===== config.mk =====
export PLATFORM = sky130hd
export DESIGN_NAME = serial_link_trigger
export DESIGN_NICKNAME = d
export VERILOG_FILES = /design/src/rtl/serial_link_trigger.v
export VERILOG_INCLUDE_DIRS = /design/src /design/src/inc
export SDC_FILE = /design/constraint.sdc
export NUM_CORES = 1
export LEC_CHECK = 0
export BUFFER_PORTS_ARGS = -buffer_cell sky130_fd_sc_hd__buf_2
export CORE_UTILIZATION = 31
export DETAILED_ROUTE_END_ITERATION = 6
export MAX_ROUTING_LAYER = met4
export PLACE_DENSITY = 0.48
export SLEW_MARGIN = 30
export SYNTH_ARGS = -nofsm -noshare
export SYNTH_HDL_FRONTEND = slang
export SYNTH_SLANG_ARGS = --single-unit

===== constraint.sdc =====
create_clock -name pclk -period 4 [get_ports pclk]
set_input_delay 0.8 -clock pclk [delete_from_list [all_inputs] [get_ports pclk]]
set_output_delay 0.8 -clock pclk [all_outputs]
set_load 0.05 [all_outputs]

===== src/inc/serial_link_trigger_defs.vh =====
// Constants for the serial link and trigger controller.
`ifndef SERIAL_LINK_TRIGGER_DEFS_VH
`define SERIAL_LINK_TRIGGER_DEFS_VH
`define CLK_HZ 100000000
`define CLK_MHZ 100
`define LINK_WINDOW_S 3
`define DEBOUNCE_US 1000
`define BAUD_DIV_RESET 16'h28B1
`define OFS_CTRL 12'h000
`define OFS_STATUS 12'h004
`define OFS_MEAS 12'h008
`define OFS_TX_DATA 12'h00C
`define OFS_RX_DATA 12'h010
`define OFS_BAUD 12'h014
`define CTRL_FAST_BIT 0
`define CTRL_LINK_EN_BIT 1
`define CTRL_RESET 2'h0
`define RX_VALID_BIT 8
`define ASCII_CR 8'h0D
`define ASCII_LF 8'h0A
`define ASCII_ONE 8'h31
`define ASCII_FOUR 8'h34
`define ASCII_ZERO 8'h30
`define ASCII_A_M10 8'h37
`define TRIG_LAST 4'h9
`endif


===== src/rtl/serial_link_trigger.v =====
// Serial port, unit link discovery and external trigger control of a display unit.
// Function
// - Trigger ON sends measured value over transmit line
// - Low input ON when low, high input when high
// - All three trigger inputs behave identically
// - Trigger beats simultaneous parallel output request
// - Receive RXD, drive TXD, sample CTS, drive RTS
// - Unit number decoded from two switches, default one
// - Unit one is host; others are terminals
// - Duplicate number or missing host blocks linking
// - At most four units behind one port
// - Output control switch ON skips CTS wait
// - Units exchange unit count before linked operation
// - No terminals within three seconds: link unrecognized
// - Only the host honours its trigger inputs
// - Fast mode fires on trigger without debouncing
//
// The APB interface to the registers and the register addresses are this design's own decisions.
`include "serial_link_trigger_defs.vh"
module serial_link_trigger #(
  parameter WINDOW_CYCLES = `LINK_WINDOW_S * `CLK_HZ,
  parameter DEBOUNCE_CYCLES = `DEBOUNCE_US * `CLK_MHZ
) (
  input wire pclk,
  input wire presetn,
  input wire psel,
  input wire penable,
  input wire pwrite,
  input wire [11:0] paddr,
  input wire [31:0] pwdata,
  output reg [31:0] prdata,
  output wire pready,
  output wire pslverr,
  input wire rxd,
  output reg txd,
  input wire cts,
  output wire rts,
  input wire [1:0] unit_switch_on,
  input wire output_control_on,
  input wire trigger_in_low_active,
  input wire trigger_in_high_active,
  input wire external_output_trigger_n,
  input wire parallel_output_request,
  output wire parallel_output_grant,
  input wire [3:0] link_peer_present,
  input wire link_duplicate,
  output reg [7:0] link_fwd_data,
  output reg link_fwd_valid,
  input wire [7:0] link_reply_data,
  input wire link_reply_valid,
  output wire link_reply_ready,
  output wire link_ready,
  output wire link_unrecognized
);
  localparam LS_WAIT = 2'h0;
  localparam LS_OK = 2'h1;
  localparam LS_UNREC = 2'h2;
  localparam LS_FAULT = 2'h3;

  function [7:0] hex_ascii;
    input [3:0] nib;
    begin
      hex_ascii = (nib < 4'hA) ? (`ASCII_ZERO + {4'h0, nib}) : (`ASCII_A_M10 + {4'h0, nib});
    end
  endfunction

  // Every pin input except parallel_output_request and the link reply passes two flip-flops; only the second stage is read.
  // Reset loads each pin's idle level, so no false trigger edge follows reset.
  reg [10:0] sync1_reg;
  reg [10:0] sync2_reg;
  always @(posedge pclk or negedge presetn) begin
    if (!presetn) begin
      sync1_reg <= 11'h7A8;
      sync2_reg <= 11'h7A8;
    end else begin
      sync1_reg <= {rxd, cts, unit_switch_on, output_control_on, trigger_in_low_active,
                    trigger_in_high_active, external_output_trigger_n, link_peer_present[3:2], link_duplicate};
      sync2_reg <= sync1_reg;
    end
  end
  reg [3:0] peer_s1_reg;
  reg [3:0] peer_s2_reg;
  always @(posedge pclk or negedge presetn) begin
    if (!presetn) begin
      peer_s1_reg <= 4'h0;
      peer_s2_reg <= 4'h0;
    end else begin
      peer_s1_reg <= link_peer_present;
      peer_s2_reg <= peer_s1_reg;
    end
  end
  wire rxd_s = sync2_reg[10];
  wire cts_s = sync2_reg[9];
  wire [1:0] sw_s = sync2_reg[8:7];
  wire no_handshake_s = sync2_reg[6];
  wire dup_s = sync2_reg[0];
  // Any of the three inputs reads ON the same way once polarity is undone.
  wire trig_level = ~sync2_reg[5] | sync2_reg[4] | ~sync2_reg[3];

  // Switch ON,ON is unit 1 (index 0); index 3 is unit 4.
  reg [1:0] unit_reg;
  always @(posedge pclk or negedge presetn) begin
    if (!presetn)
      unit_reg <= 2'h0;
    else
      unit_reg <= {~sw_s[1], ~sw_s[0]};
  end
  wire is_host = (unit_reg == 2'h0);

  // Registers.
  reg [1:0] ctrl_reg;
  reg [31:0] meas_reg;
  reg [15:0] baud_reg;
  wire fast_mode = ctrl_reg[`CTRL_FAST_BIT];
  wire link_en = ctrl_reg[`CTRL_LINK_EN_BIT];

  // Link discovery: the window opens at reset release and runs once.
  reg [1:0] lstate_reg;
  reg [1:0] lstate_next;
  reg [28:0] win_cnt_reg;
  reg [2:0] units_total_reg;
  wire [3:0] others = peer_s2_reg & ~(4'h1 << unit_reg);
  wire clash = dup_s | peer_s2_reg[unit_reg];
  wire [2:0] peer_count = {2'h0, others[0]} + {2'h0, others[1]} + {2'h0, others[2]} + {2'h0, others[3]};
  always @* begin
    lstate_next = lstate_reg;
    case (lstate_reg)
      LS_WAIT: begin
        if (clash)
          lstate_next = LS_FAULT;
        else if (!is_host && others[0])
          lstate_next = LS_OK;
        else if (win_cnt_reg == WINDOW_CYCLES[28:0] - 29'h1)
          lstate_next = (is_host && others != 4'h0) ? LS_OK : LS_UNREC;
      end
      LS_OK: begin
        if (clash)
          lstate_next = LS_FAULT;
      end
      LS_UNREC: lstate_next = LS_UNREC;
      LS_FAULT: lstate_next = LS_FAULT;
      default: lstate_next = LS_WAIT;
    endcase
  end
  always @(posedge pclk or negedge presetn) begin
    if (!presetn) begin
      lstate_reg <= LS_WAIT;
      win_cnt_reg <= 29'h0;
      units_total_reg <= 3'h1;
    end else begin
      lstate_reg <= lstate_next;
      if (lstate_reg == LS_WAIT)
        win_cnt_reg <= win_cnt_reg + 29'h1;
      if (lstate_reg == LS_WAIT && lstate_next == LS_OK)
        units_total_reg <= peer_count + 3'h1;
    end
  end
  assign link_ready = (lstate_reg == LS_OK);
  assign link_unrecognized = (lstate_reg == LS_UNREC);
  wire may_operate = !link_en || link_ready;

  // Trigger qualification: fast mode takes the raw edge, normal mode waits for a stable level.
  reg [22:0] deb_cnt_reg;
  reg trig_prev_reg;
  reg trig_stable_reg;
  wire raw_rise = trig_level & ~trig_prev_reg;
  wire deb_done = (deb_cnt_reg == DEBOUNCE_CYCLES[22:0] - 23'h1);
  always @(posedge pclk or negedge presetn) begin
    if (!presetn) begin
      trig_prev_reg <= 1'b0;
      trig_stable_reg <= 1'b0;
      deb_cnt_reg <= 23'h0;
    end else begin
      trig_prev_reg <= trig_level;
      if (trig_level != trig_prev_reg || !trig_level)
        deb_cnt_reg <= 23'h0;
      else if (!deb_done)
        deb_cnt_reg <= deb_cnt_reg + 23'h1;
      trig_stable_reg <= trig_level & deb_done;
    end
  end
  reg stable_prev_reg;
  always @(posedge pclk or negedge presetn) begin
    if (!presetn)
      stable_prev_reg <= 1'b0;
    else
      stable_prev_reg <= trig_stable_reg;
  end
  wire deb_rise = trig_stable_reg & ~stable_prev_reg;
  wire trig_fire = (fast_mode ? raw_rise : deb_rise) & is_host & may_operate;

  // Two-entry buffer in front of the transmitter.
  reg [7:0] buf0_reg;
  reg [7:0] buf1_reg;
  reg [1:0] buf_cnt_reg;
  wire buf_in_ready = (buf_cnt_reg != 2'h2);
  wire buf_out_valid = (buf_cnt_reg != 2'h0);
  wire buf_out_ready;

  // Trigger frame: eight hex digits of the measured value then CR LF.
  reg trig_busy_reg;
  reg [3:0] trig_idx_reg;
  reg [31:0] trig_snap_reg;
  reg [7:0] trig_byte;
  always @* begin
    case (trig_idx_reg)
      4'h8: trig_byte = `ASCII_CR;
      4'h9: trig_byte = `ASCII_LF;
      default: trig_byte = hex_ascii(trig_snap_reg[31 - 4 * trig_idx_reg -: 4]);
    endcase
  end
  wire apb_setup = psel & ~penable;
  wire apb_access = psel & penable;
  wire tx_wr_req = apb_access & pwrite & (paddr == `OFS_TX_DATA);
  wire src_trig = trig_busy_reg;
  wire src_link = !src_trig && link_reply_valid;
  wire src_apb = !src_trig && !link_reply_valid && tx_wr_req;
  wire buf_in_valid = src_trig | src_link | src_apb;
  wire [7:0] buf_in_data = src_trig ? trig_byte : (src_link ? link_reply_data : pwdata[7:0]);
  wire buf_push = buf_in_valid & buf_in_ready;
  assign link_reply_ready = src_link & buf_in_ready;
  always @(posedge pclk or negedge presetn) begin
    if (!presetn) begin
      trig_busy_reg <= 1'b0;
      trig_idx_reg <= 4'h0;
      trig_snap_reg <= 32'h0000_0000;
    end else if (!trig_busy_reg && trig_fire) begin
      trig_busy_reg <= 1'b1;
      trig_idx_reg <= 4'h0;
      trig_snap_reg <= meas_reg;
    end else if (trig_busy_reg && buf_in_ready) begin
      trig_idx_reg <= trig_idx_reg + 4'h1;
      if (trig_idx_reg == `TRIG_LAST)
        trig_busy_reg <= 1'b0;
    end
  end
  // The parallel request is held off while a trigger fires or its frame is pushed into the buffer.
  assign parallel_output_grant = parallel_output_request & ~trig_fire & ~trig_busy_reg;

  wire buf_pop = buf_out_valid & buf_out_ready;
  always @(posedge pclk or negedge presetn) begin
    if (!presetn) begin
      buf0_reg <= 8'h00;
      buf1_reg <= 8'h00;
      buf_cnt_reg <= 2'h0;
    end else begin
      if (buf_pop) begin
        buf0_reg <= buf1_reg;
        if (buf_push && buf_cnt_reg == 2'h1)
          buf0_reg <= buf_in_data;
        else if (buf_push)
          buf1_reg <= buf_in_data;
      end else if (buf_push) begin
        if (buf_cnt_reg == 2'h0)
          buf0_reg <= buf_in_data;
        else
          buf1_reg <= buf_in_data;
      end
      buf_cnt_reg <= buf_cnt_reg + {1'b0, buf_push} - {1'b0, buf_pop};
    end
  end

  // Transmitter, 8N1; a byte starts only with CTS or with the handshake switched off.
  reg [3:0] tx_bit_reg;
  reg [15:0] tx_div_reg;
  reg [8:0] tx_shift_reg;
  reg tx_busy_reg;
  assign buf_out_ready = !tx_busy_reg && (cts_s || no_handshake_s);
  always @(posedge pclk or negedge presetn) begin
    if (!presetn) begin
      tx_busy_reg <= 1'b0;
      tx_bit_reg <= 4'h0;
      tx_div_reg <= 16'h0000;
      tx_shift_reg <= 9'h1FF;
      txd <= 1'b1;
    end else if (!tx_busy_reg) begin
      txd <= 1'b1;
      if (buf_pop) begin
        tx_busy_reg <= 1'b1;
        tx_shift_reg <= {1'b1, buf0_reg};
        tx_bit_reg <= 4'h0;
        tx_div_reg <= 16'h0000;
        txd <= 1'b0;
      end
    end else if (tx_div_reg == baud_reg - 16'h1) begin
      tx_div_reg <= 16'h0000;
      tx_bit_reg <= tx_bit_reg + 4'h1;
      txd <= tx_shift_reg[0];
      tx_shift_reg <= {1'b1, tx_shift_reg[8:1]};
      if (tx_bit_reg == 4'h9)
        tx_busy_reg <= 1'b0;
    end else begin
      tx_div_reg <= tx_div_reg + 16'h1;
    end
  end

  // Receiver and request routing by leading unit digit.
  reg rx_busy_reg;
  reg [3:0] rx_bit_reg;
  reg [15:0] rx_div_reg;
  reg [7:0] rx_shift_reg;
  reg rx_done_reg;
  reg [7:0] rx_hold_reg;
  reg rx_full_reg;
  reg rx_overrun_reg;
  reg at_start_reg;
  reg forward_reg;
  assign rts = ~rx_full_reg;
  always @(posedge pclk or negedge presetn) begin
    if (!presetn) begin
      rx_busy_reg <= 1'b0;
      rx_bit_reg <= 4'h0;
      rx_div_reg <= 16'h0000;
      rx_shift_reg <= 8'h00;
      rx_done_reg <= 1'b0;
    end else begin
      rx_done_reg <= 1'b0;
      if (!rx_busy_reg) begin
        if (!rxd_s) begin
          rx_busy_reg <= 1'b1;
          rx_bit_reg <= 4'h0;
          rx_div_reg <= {1'b0, baud_reg[15:1]};
        end
      end else if (rx_div_reg == baud_reg - 16'h1) begin
        rx_div_reg <= 16'h0000;
        rx_bit_reg <= rx_bit_reg + 4'h1;
        if (rx_bit_reg == 4'h0 && rxd_s)
          rx_busy_reg <= 1'b0;
        else if (rx_bit_reg == 4'h9) begin
          rx_busy_reg <= 1'b0;
          rx_done_reg <= rxd_s;
        end else if (rx_bit_reg != 4'h0)
          rx_shift_reg <= {rxd_s, rx_shift_reg[7:1]};
      end else begin
        rx_div_reg <= rx_div_reg + 16'h1;
      end
    end
  end
  wire digit_remote = (rx_shift_reg > `ASCII_ONE) && (rx_shift_reg <= `ASCII_FOUR);
  wire route_fwd = is_host && link_en && link_ready && (at_start_reg ? digit_remote : forward_reg);
  wire rx_pop = apb_access & ~pwrite & (paddr == `OFS_RX_DATA);
  always @(posedge pclk or negedge presetn) begin
    if (!presetn) begin
      at_start_reg <= 1'b1;
      forward_reg <= 1'b0;
      link_fwd_data <= 8'h00;
      link_fwd_valid <= 1'b0;
      rx_hold_reg <= 8'h00;
      rx_full_reg <= 1'b0;
      rx_overrun_reg <= 1'b0;
    end else begin
      link_fwd_valid <= 1'b0;
      if (rx_pop)
        rx_full_reg <= 1'b0;
      if (rx_done_reg) begin
        at_start_reg <= (rx_shift_reg == `ASCII_LF);
        forward_reg <= route_fwd;
        if (route_fwd) begin
          link_fwd_data <= rx_shift_reg;
          link_fwd_valid <= 1'b1;
        end else begin
          rx_hold_reg <= rx_shift_reg;
          rx_full_reg <= 1'b1;
          if (rx_full_reg && !rx_pop)
            rx_overrun_reg <= 1'b1;
        end
      end
    end
  end

  // APB slave: only a TX_DATA write waits, until the buffer takes the byte.
  wire addr_known = (paddr == `OFS_CTRL) || (paddr == `OFS_STATUS) || (paddr == `OFS_MEAS) ||
                    (paddr == `OFS_TX_DATA) || (paddr == `OFS_RX_DATA) || (paddr == `OFS_BAUD);
  assign pready = !tx_wr_req || (src_apb && buf_in_ready);
  assign pslverr = apb_access & ~addr_known;
  wire wr_done = apb_access & pwrite & pready;
  always @(posedge pclk or negedge presetn) begin
    if (!presetn) begin
      ctrl_reg <= `CTRL_RESET;
      meas_reg <= 32'h0000_0000;
      baud_reg <= `BAUD_DIV_RESET;
    end else if (wr_done) begin
      if (paddr == `OFS_CTRL)
        ctrl_reg <= pwdata[1:0];
      if (paddr == `OFS_MEAS)
        meas_reg <= pwdata;
      if (paddr == `OFS_BAUD && pwdata[15:0] != 16'h0000)
        baud_reg <= pwdata[15:0];
    end
  end
  always @(posedge pclk or negedge presetn) begin
    if (!presetn)
      prdata <= 32'h0000_0000;
    else if (apb_setup && !pwrite) begin
      case (paddr)
        `OFS_CTRL: prdata <= {30'h0, ctrl_reg};
        `OFS_STATUS: prdata <= {20'h0, rx_overrun_reg, trig_busy_reg, units_total_reg, lstate_reg,
                                is_host, no_handshake_s, 1'b0, unit_reg};
        `OFS_MEAS: prdata <= meas_reg;
        `OFS_RX_DATA: prdata <= {23'h0, rx_full_reg, rx_hold_reg};
        `OFS_BAUD: prdata <= {16'h0, baud_reg};
        default: prdata <= 32'h0000_0000;
      endcase
    end
  end
endmodule


# After elaboration in Yosys (flattened, before gate mapping)

Cells that the tools add are included.

Output and inout bits: 49
Register bits after elaboration: 311
Input bits: 72

Bitwise gates (word level): 40
Magnitude comparators: 4
Shift-type cells: 2
Multiplexer cells: 67
Reductions and logical operators: 64
Add/sub/neg operators: 17
Equal/unequal tests: 27

Operators by type and width:

| kind                    | number |
|---|---|
| $pmux W32 S5            | 1 |
| $mux W16                | 6 |
| $mux W8                 | 11 |
| $mux W23                | 2 |
| $shiftx A35 B33 Y4      | 1 |
| $add A16 B1 Y16 const B | 2 |
| $eq A16 B16 Y1          | 2 |
| $mux W4                 | 8 |
| $add A29 B1 Y29 const B | 1 |
| $eq A29 B29 Y1 const B  | 1 |
| $mux W1                 | 27 |
| $mux W9                 | 3 |
| $eq A12 B4 Y1 const B   | 2 |
| $eq A12 B5 Y1 const B   | 2 |
| $add A23 B1 Y23 const B | 1 |
| $eq A23 B17 Y1 const B  | 1 |
| $logic_and A1 B1 Y1     | 19 |
| $and A1 B1 Y1           | 18 |
| $reduce_and A2 Y1       | 9 |
| $eq A4 B4 Y1 const B    | 4 |
| $reduce_bool A16 Y1     | 1 |
| $sub A16 B1 Y16 const B | 1 |
| $not A1 Y1              | 15 |
| $add A6 B4 Y7 const A   | 2 |
| 38 further kinds        | 81 |

# Longest topological paths before layout

Depth in word-level cells: 12
Gate-level depth with buffers: 13

# Worst setup path before layout

OpenSTA, ideal clock, no wires.

Path type: reg-to-reg
Start point: register baud_reg[0]
End point: register tx_shift_reg[4]
Path buffers: 4
Data arrival time: 3,290 ps
Period minus slack after synthesis: 3,372 ps
Setup slack: 628 ps
Cell stages (with the launch flop): 14
Data required time: 3,918 ps
Cells stage by stage: dfstp_2 > clkbuf_1 > inv_1 > ha_1 > buf_2 > xor2_1 > a211o_1 > a221oi_1 > o2111ai_1 > nor4_2 > and3_1 > buf_2 > buf_4 > mux2_2

Word-level cells in the longest chain between the ends: 4

Ends and longest elaborated chain:

| element                            | line                      | source |
|---|---|---|
| start, declared                    | serial_link_trigger.v:113 | `reg [15:0] baud_reg;` |
| start signal, assigned             | serial_link_trigger.v:381 | `` baud_reg <= `BAUD_DIV_RESET; `` |
| start signal, assigned             | serial_link_trigger.v:388 | `baud_reg <= pwdata[15:0];` |
| $sub A16 B1 Y16                    | serial_link_trigger.v:285 | `end else if (tx_div_reg == baud_reg - 16'h1) begin` |
| $eq A16 B16 Y1                     | serial_link_trigger.v:285 |  |
| $ne A2 B1 Y1 (no source line)      | --                        |  |
| $reduce_and A2 Y1 (no source line) | --                        |  |
| end signal, assigned               | serial_link_trigger.v:280 | `tx_shift_reg <= {1'b1, buf0_reg};` |
| end signal, assigned               | serial_link_trigger.v:289 | `tx_shift_reg <= {1'b1, tx_shift_reg[8:1]};` |
| end, declared                      | serial_link_trigger.v:266 | `reg [8:0] tx_shift_reg;` |

Every way passes these cells.
A chain may end at the register's enable or synchronous reset.

# Final worst setup path

Start point: register baud_reg[5]
End point: register rx_shift_reg[0]

Word-level cells in the longest chain between the ends: 3

Ends and longest elaborated chain:

| element                            | line                      | source |
|---|---|---|
| $sub A16 B1 Y16                    | serial_link_trigger.v:324 | `end else if (rx_div_reg == baud_reg - 16'h1) begin` |
| $eq A16 B16 Y1                     | serial_link_trigger.v:324 |  |
| $reduce_and A5 Y1 (no source line) | --                        |  |
| end signal, assigned               | serial_link_trigger.v:333 | `rx_shift_reg <= {rxd_s, rx_shift_reg[7:1]};` |
| end, declared                      | serial_link_trigger.v:301 | `reg [7:0] rx_shift_reg;` |

Every way passes these cells.

==> results.py <==
metrics = {
    "timing": {
        "fin_skew_ns": 0.0314,
        "final_hold_viol_count": 0,
        "slew_headroom_pct": 36.8,
        "worstMarginPinSlew_ns": 0.949,
        "fmax_mhz": 271,
        "fin_crit_sh_pct": 92.2,
        "rsz0062_at_grt": "no",
        "drv_slew": 0,
        "setup_violations": 0,
        "period_needed_ns": 3.69,
        "fin_ws_ns": 0.310,
        "fin_tns_setup_ns": 0,
    },
    "setup_path": {
        "worstPathArrival_ns": 4.13,
        "crit_fanout": 18,
        "critPathLaunchType": "flop",
        "required_ns": 4.44,
        "worstSetupPathType": "reg2reg",
        "critPathCaptureType": "flop",
    },
    "place": {
        "placed_cell_area_sq_um": 16500,
        "gp_congestion": 0.835,
        "port_buffers": 120,
        "dp_slack_ns": 0.333,
        "dp_hpwl_mm": 29.7,
    },
    "drt": {
        "drt_iter0_markers": 629,
        "wl_mm": 41.1,
        "vias_per_cell": 5.18,
        "drtPass1Iterations": 6,
        "route.detailed.drc": 0,
        "via_count": 11300,
        "wl_per_cell_microns": 18.9,
        "ant_nets": 0,
    },
    "global_route": {
        "antenna_found_initial": 3,
        "grt_util_all_layers_pct": 17.2,
        "use_met1_pct": 22.0,
        "global_route.usage.met3_pct": 2.53,
        "grt_max_degree": 90,
        "busiest_layer": "met2",
        "first_global_vias": 11300,
        "use_met2_pct": 27.5,
        "overflow": 0,
        "grt_pass1_wl_mm": 65.0,
    },
    "floorplan": {
        "rows": 80,
        "die_area_sq_um": 49700,
        "die_height_microns": 223,
        "die_w_microns": 223,
        "start_util_pct": 31.6,
        "core_sq_um": 47900,
        "io_pins": 121,
    },
    "min_path": {
        "hp-class": "in2async",
    },
    "finish": {
        "syn2layout_area_growth_pct": 17.4,
        "design_area_sq_um": 17800,
        "drive_gt1_share_pct": 26.0,
        "multiInputGateArea_sq_um": 7040,
        "regArea_sq_um": 7690,
        "final_cell_mix": "dfrtp_1 (277), nand2_1 (170), mux2_2 (134)",
        "fill_cells": 4754,
        "final_common_cell": "dfrtp_1",
        "fin_nets": 1623,
        "post-route-util_pct": 37.1,
    },
    "synthesis": {
        "yosys.area_share.adder_pct": 1.70,
        "ys_seq_elements": 306,
        "synthCells": 1423,
        "synthMuxAreaShare_pct": 12.3,
        "synth_xor_area_share_pct": 5.84,
        "synth_area_sq_um": 15100,
        "synthSimpleGateAreaFrac_pct": 17.5,
        "synth_top_family_by_area": "simple AND/OR/NAND/NOR gates",
        "synth_flop_cell": "dfrtp_1",
        "synth.distinct_cells": 78,
        "synth-async-reset-ratio_pct": 100,
        "syn_nets": 1515,
        "synth-edff-count": 0,
        "yosys_warnings": 0,
        "synth-compound-area-share_pct": 8.94,
        "syn_avg_cell_area_sq_um": 10.6,
        "ys_seq_area_share_pct": 50.8,
    },
    "cts": {
        "post_cts_resized": 0,
        "insertion_delay_ns": 0.56,
        "cts_setup_buffers": 0,
        "cts_buffer_depth": 3,
        "cts_hold_buf": 0,
        "cts.sinks": 306,
        "cts_buffers": 36,
        "cts_tree": "yes",
        "clkTransAtPathRegs_ns": 0.06,
        "cts_root_buffer": "clkbuf_16",
        "htreeDepth": 2,
    },
    "pwr": {
        "power_leakage_uw": 0.00826,
        "ir_worst_vdd_uv": 353,
        "power_uw": 7930,
        "powerDensity_nw_per_um2": 446,
    },
    "job": {
        "drv_cap": 0,
    },
    "status": {
        "status": "complete, no violations",
    },
}
-- power by group --
group	switching [uW]	internal [uW]	total, uW
Combinational	468	332	800
Sequential	201	3340	3540
Clock	1340	2250	3580
-- synth_stat cells (24+ instances only) --
master / instances / area (sq um)
a21oi_1: 26 / 130
clkbuf_1: 59 / 221
dfrtp_1: 277 / 6930
dfstp_2: 29 / 762
inv_1: 26 / 97.6
mux2_2: 134 / 1510
nand2_1: 170 / 638
nand3_1: 58 / 290
nand4_1: 24 / 150
nor2_1: 96 / 360
nor3_1: 38 / 190
o21ai_0: 48 / 240
xnor2_1: 48 / 420
xor2_1: 53 / 464
-- cell type report --
cell class	instances	area share, %
Timing Repair Buffer	149	4.80
Multi-Input combinational cell	1011	39.6
Tap cell	615	4.33
Sequential cell	306	43.3
Clock buffer	54	6.25
Antenna cell	4	0.0563
Clock inverter	12	1.12
Inverter	27	0.570
-- through the flow --
stage | hold WS (ns) | instances
4_1_cts | 0.284 | 2174
6_report | 0.273 | 2178
2_1_floorplan | 0.331 | 1423
5_1_grt | 0.331 | 2177
3_5_place_dp | 0.337 | 2108
3_3_place_gp | 0.337 | 2108
-- layer usage --
metal	share of wire, %	vias up
li1	-	5336
met1	45	5654
met2	48	221
met3	4.2	73
met4	3.2	0
met5	0	-
-- cells by family after synthesis --
| group | Yosys count |
|---|---|
| AND/OR/NAND/NOR | 529 |
| flip-flops | 306 |
| AO/OA/AOI/OAI | 199 |
| multiplexers | 162 |
| buffers and inverters | 106 |
| XOR/XNOR | 101 |
| adder cells (fa/ha/maj) | 20 |
-- critical path, cell delays in order (launching register included) --
cell and delay (ns):
dfstp_2 0.42, nor4_4 0.80, nand4b_1 0.46, xor2_1 0.31
nand4_1 0.10, or4b_1 0.61, nor3_4 0.47, mux2_2 0.38
-- worst paths after layout --
path	start	endpoint	slack, ns	cells after the start
min reg2reg	sync1_reg[4]	sync2_reg[4]	0.34	0
min	presetn	rx_div_reg[7]	0.27	1
max in group asynchronous	presetn	meas_reg[23]	2.81	2
max reg2reg	baud_reg[5]	rx_shift_reg[0]	0.31	7
max	baud_reg[5]	rx_shift_reg[0]	0.31	7
min in group pclk	rxd	sync1_reg[10]	0.34	1
Note: power is estimated with default switching activity, not from simulation.
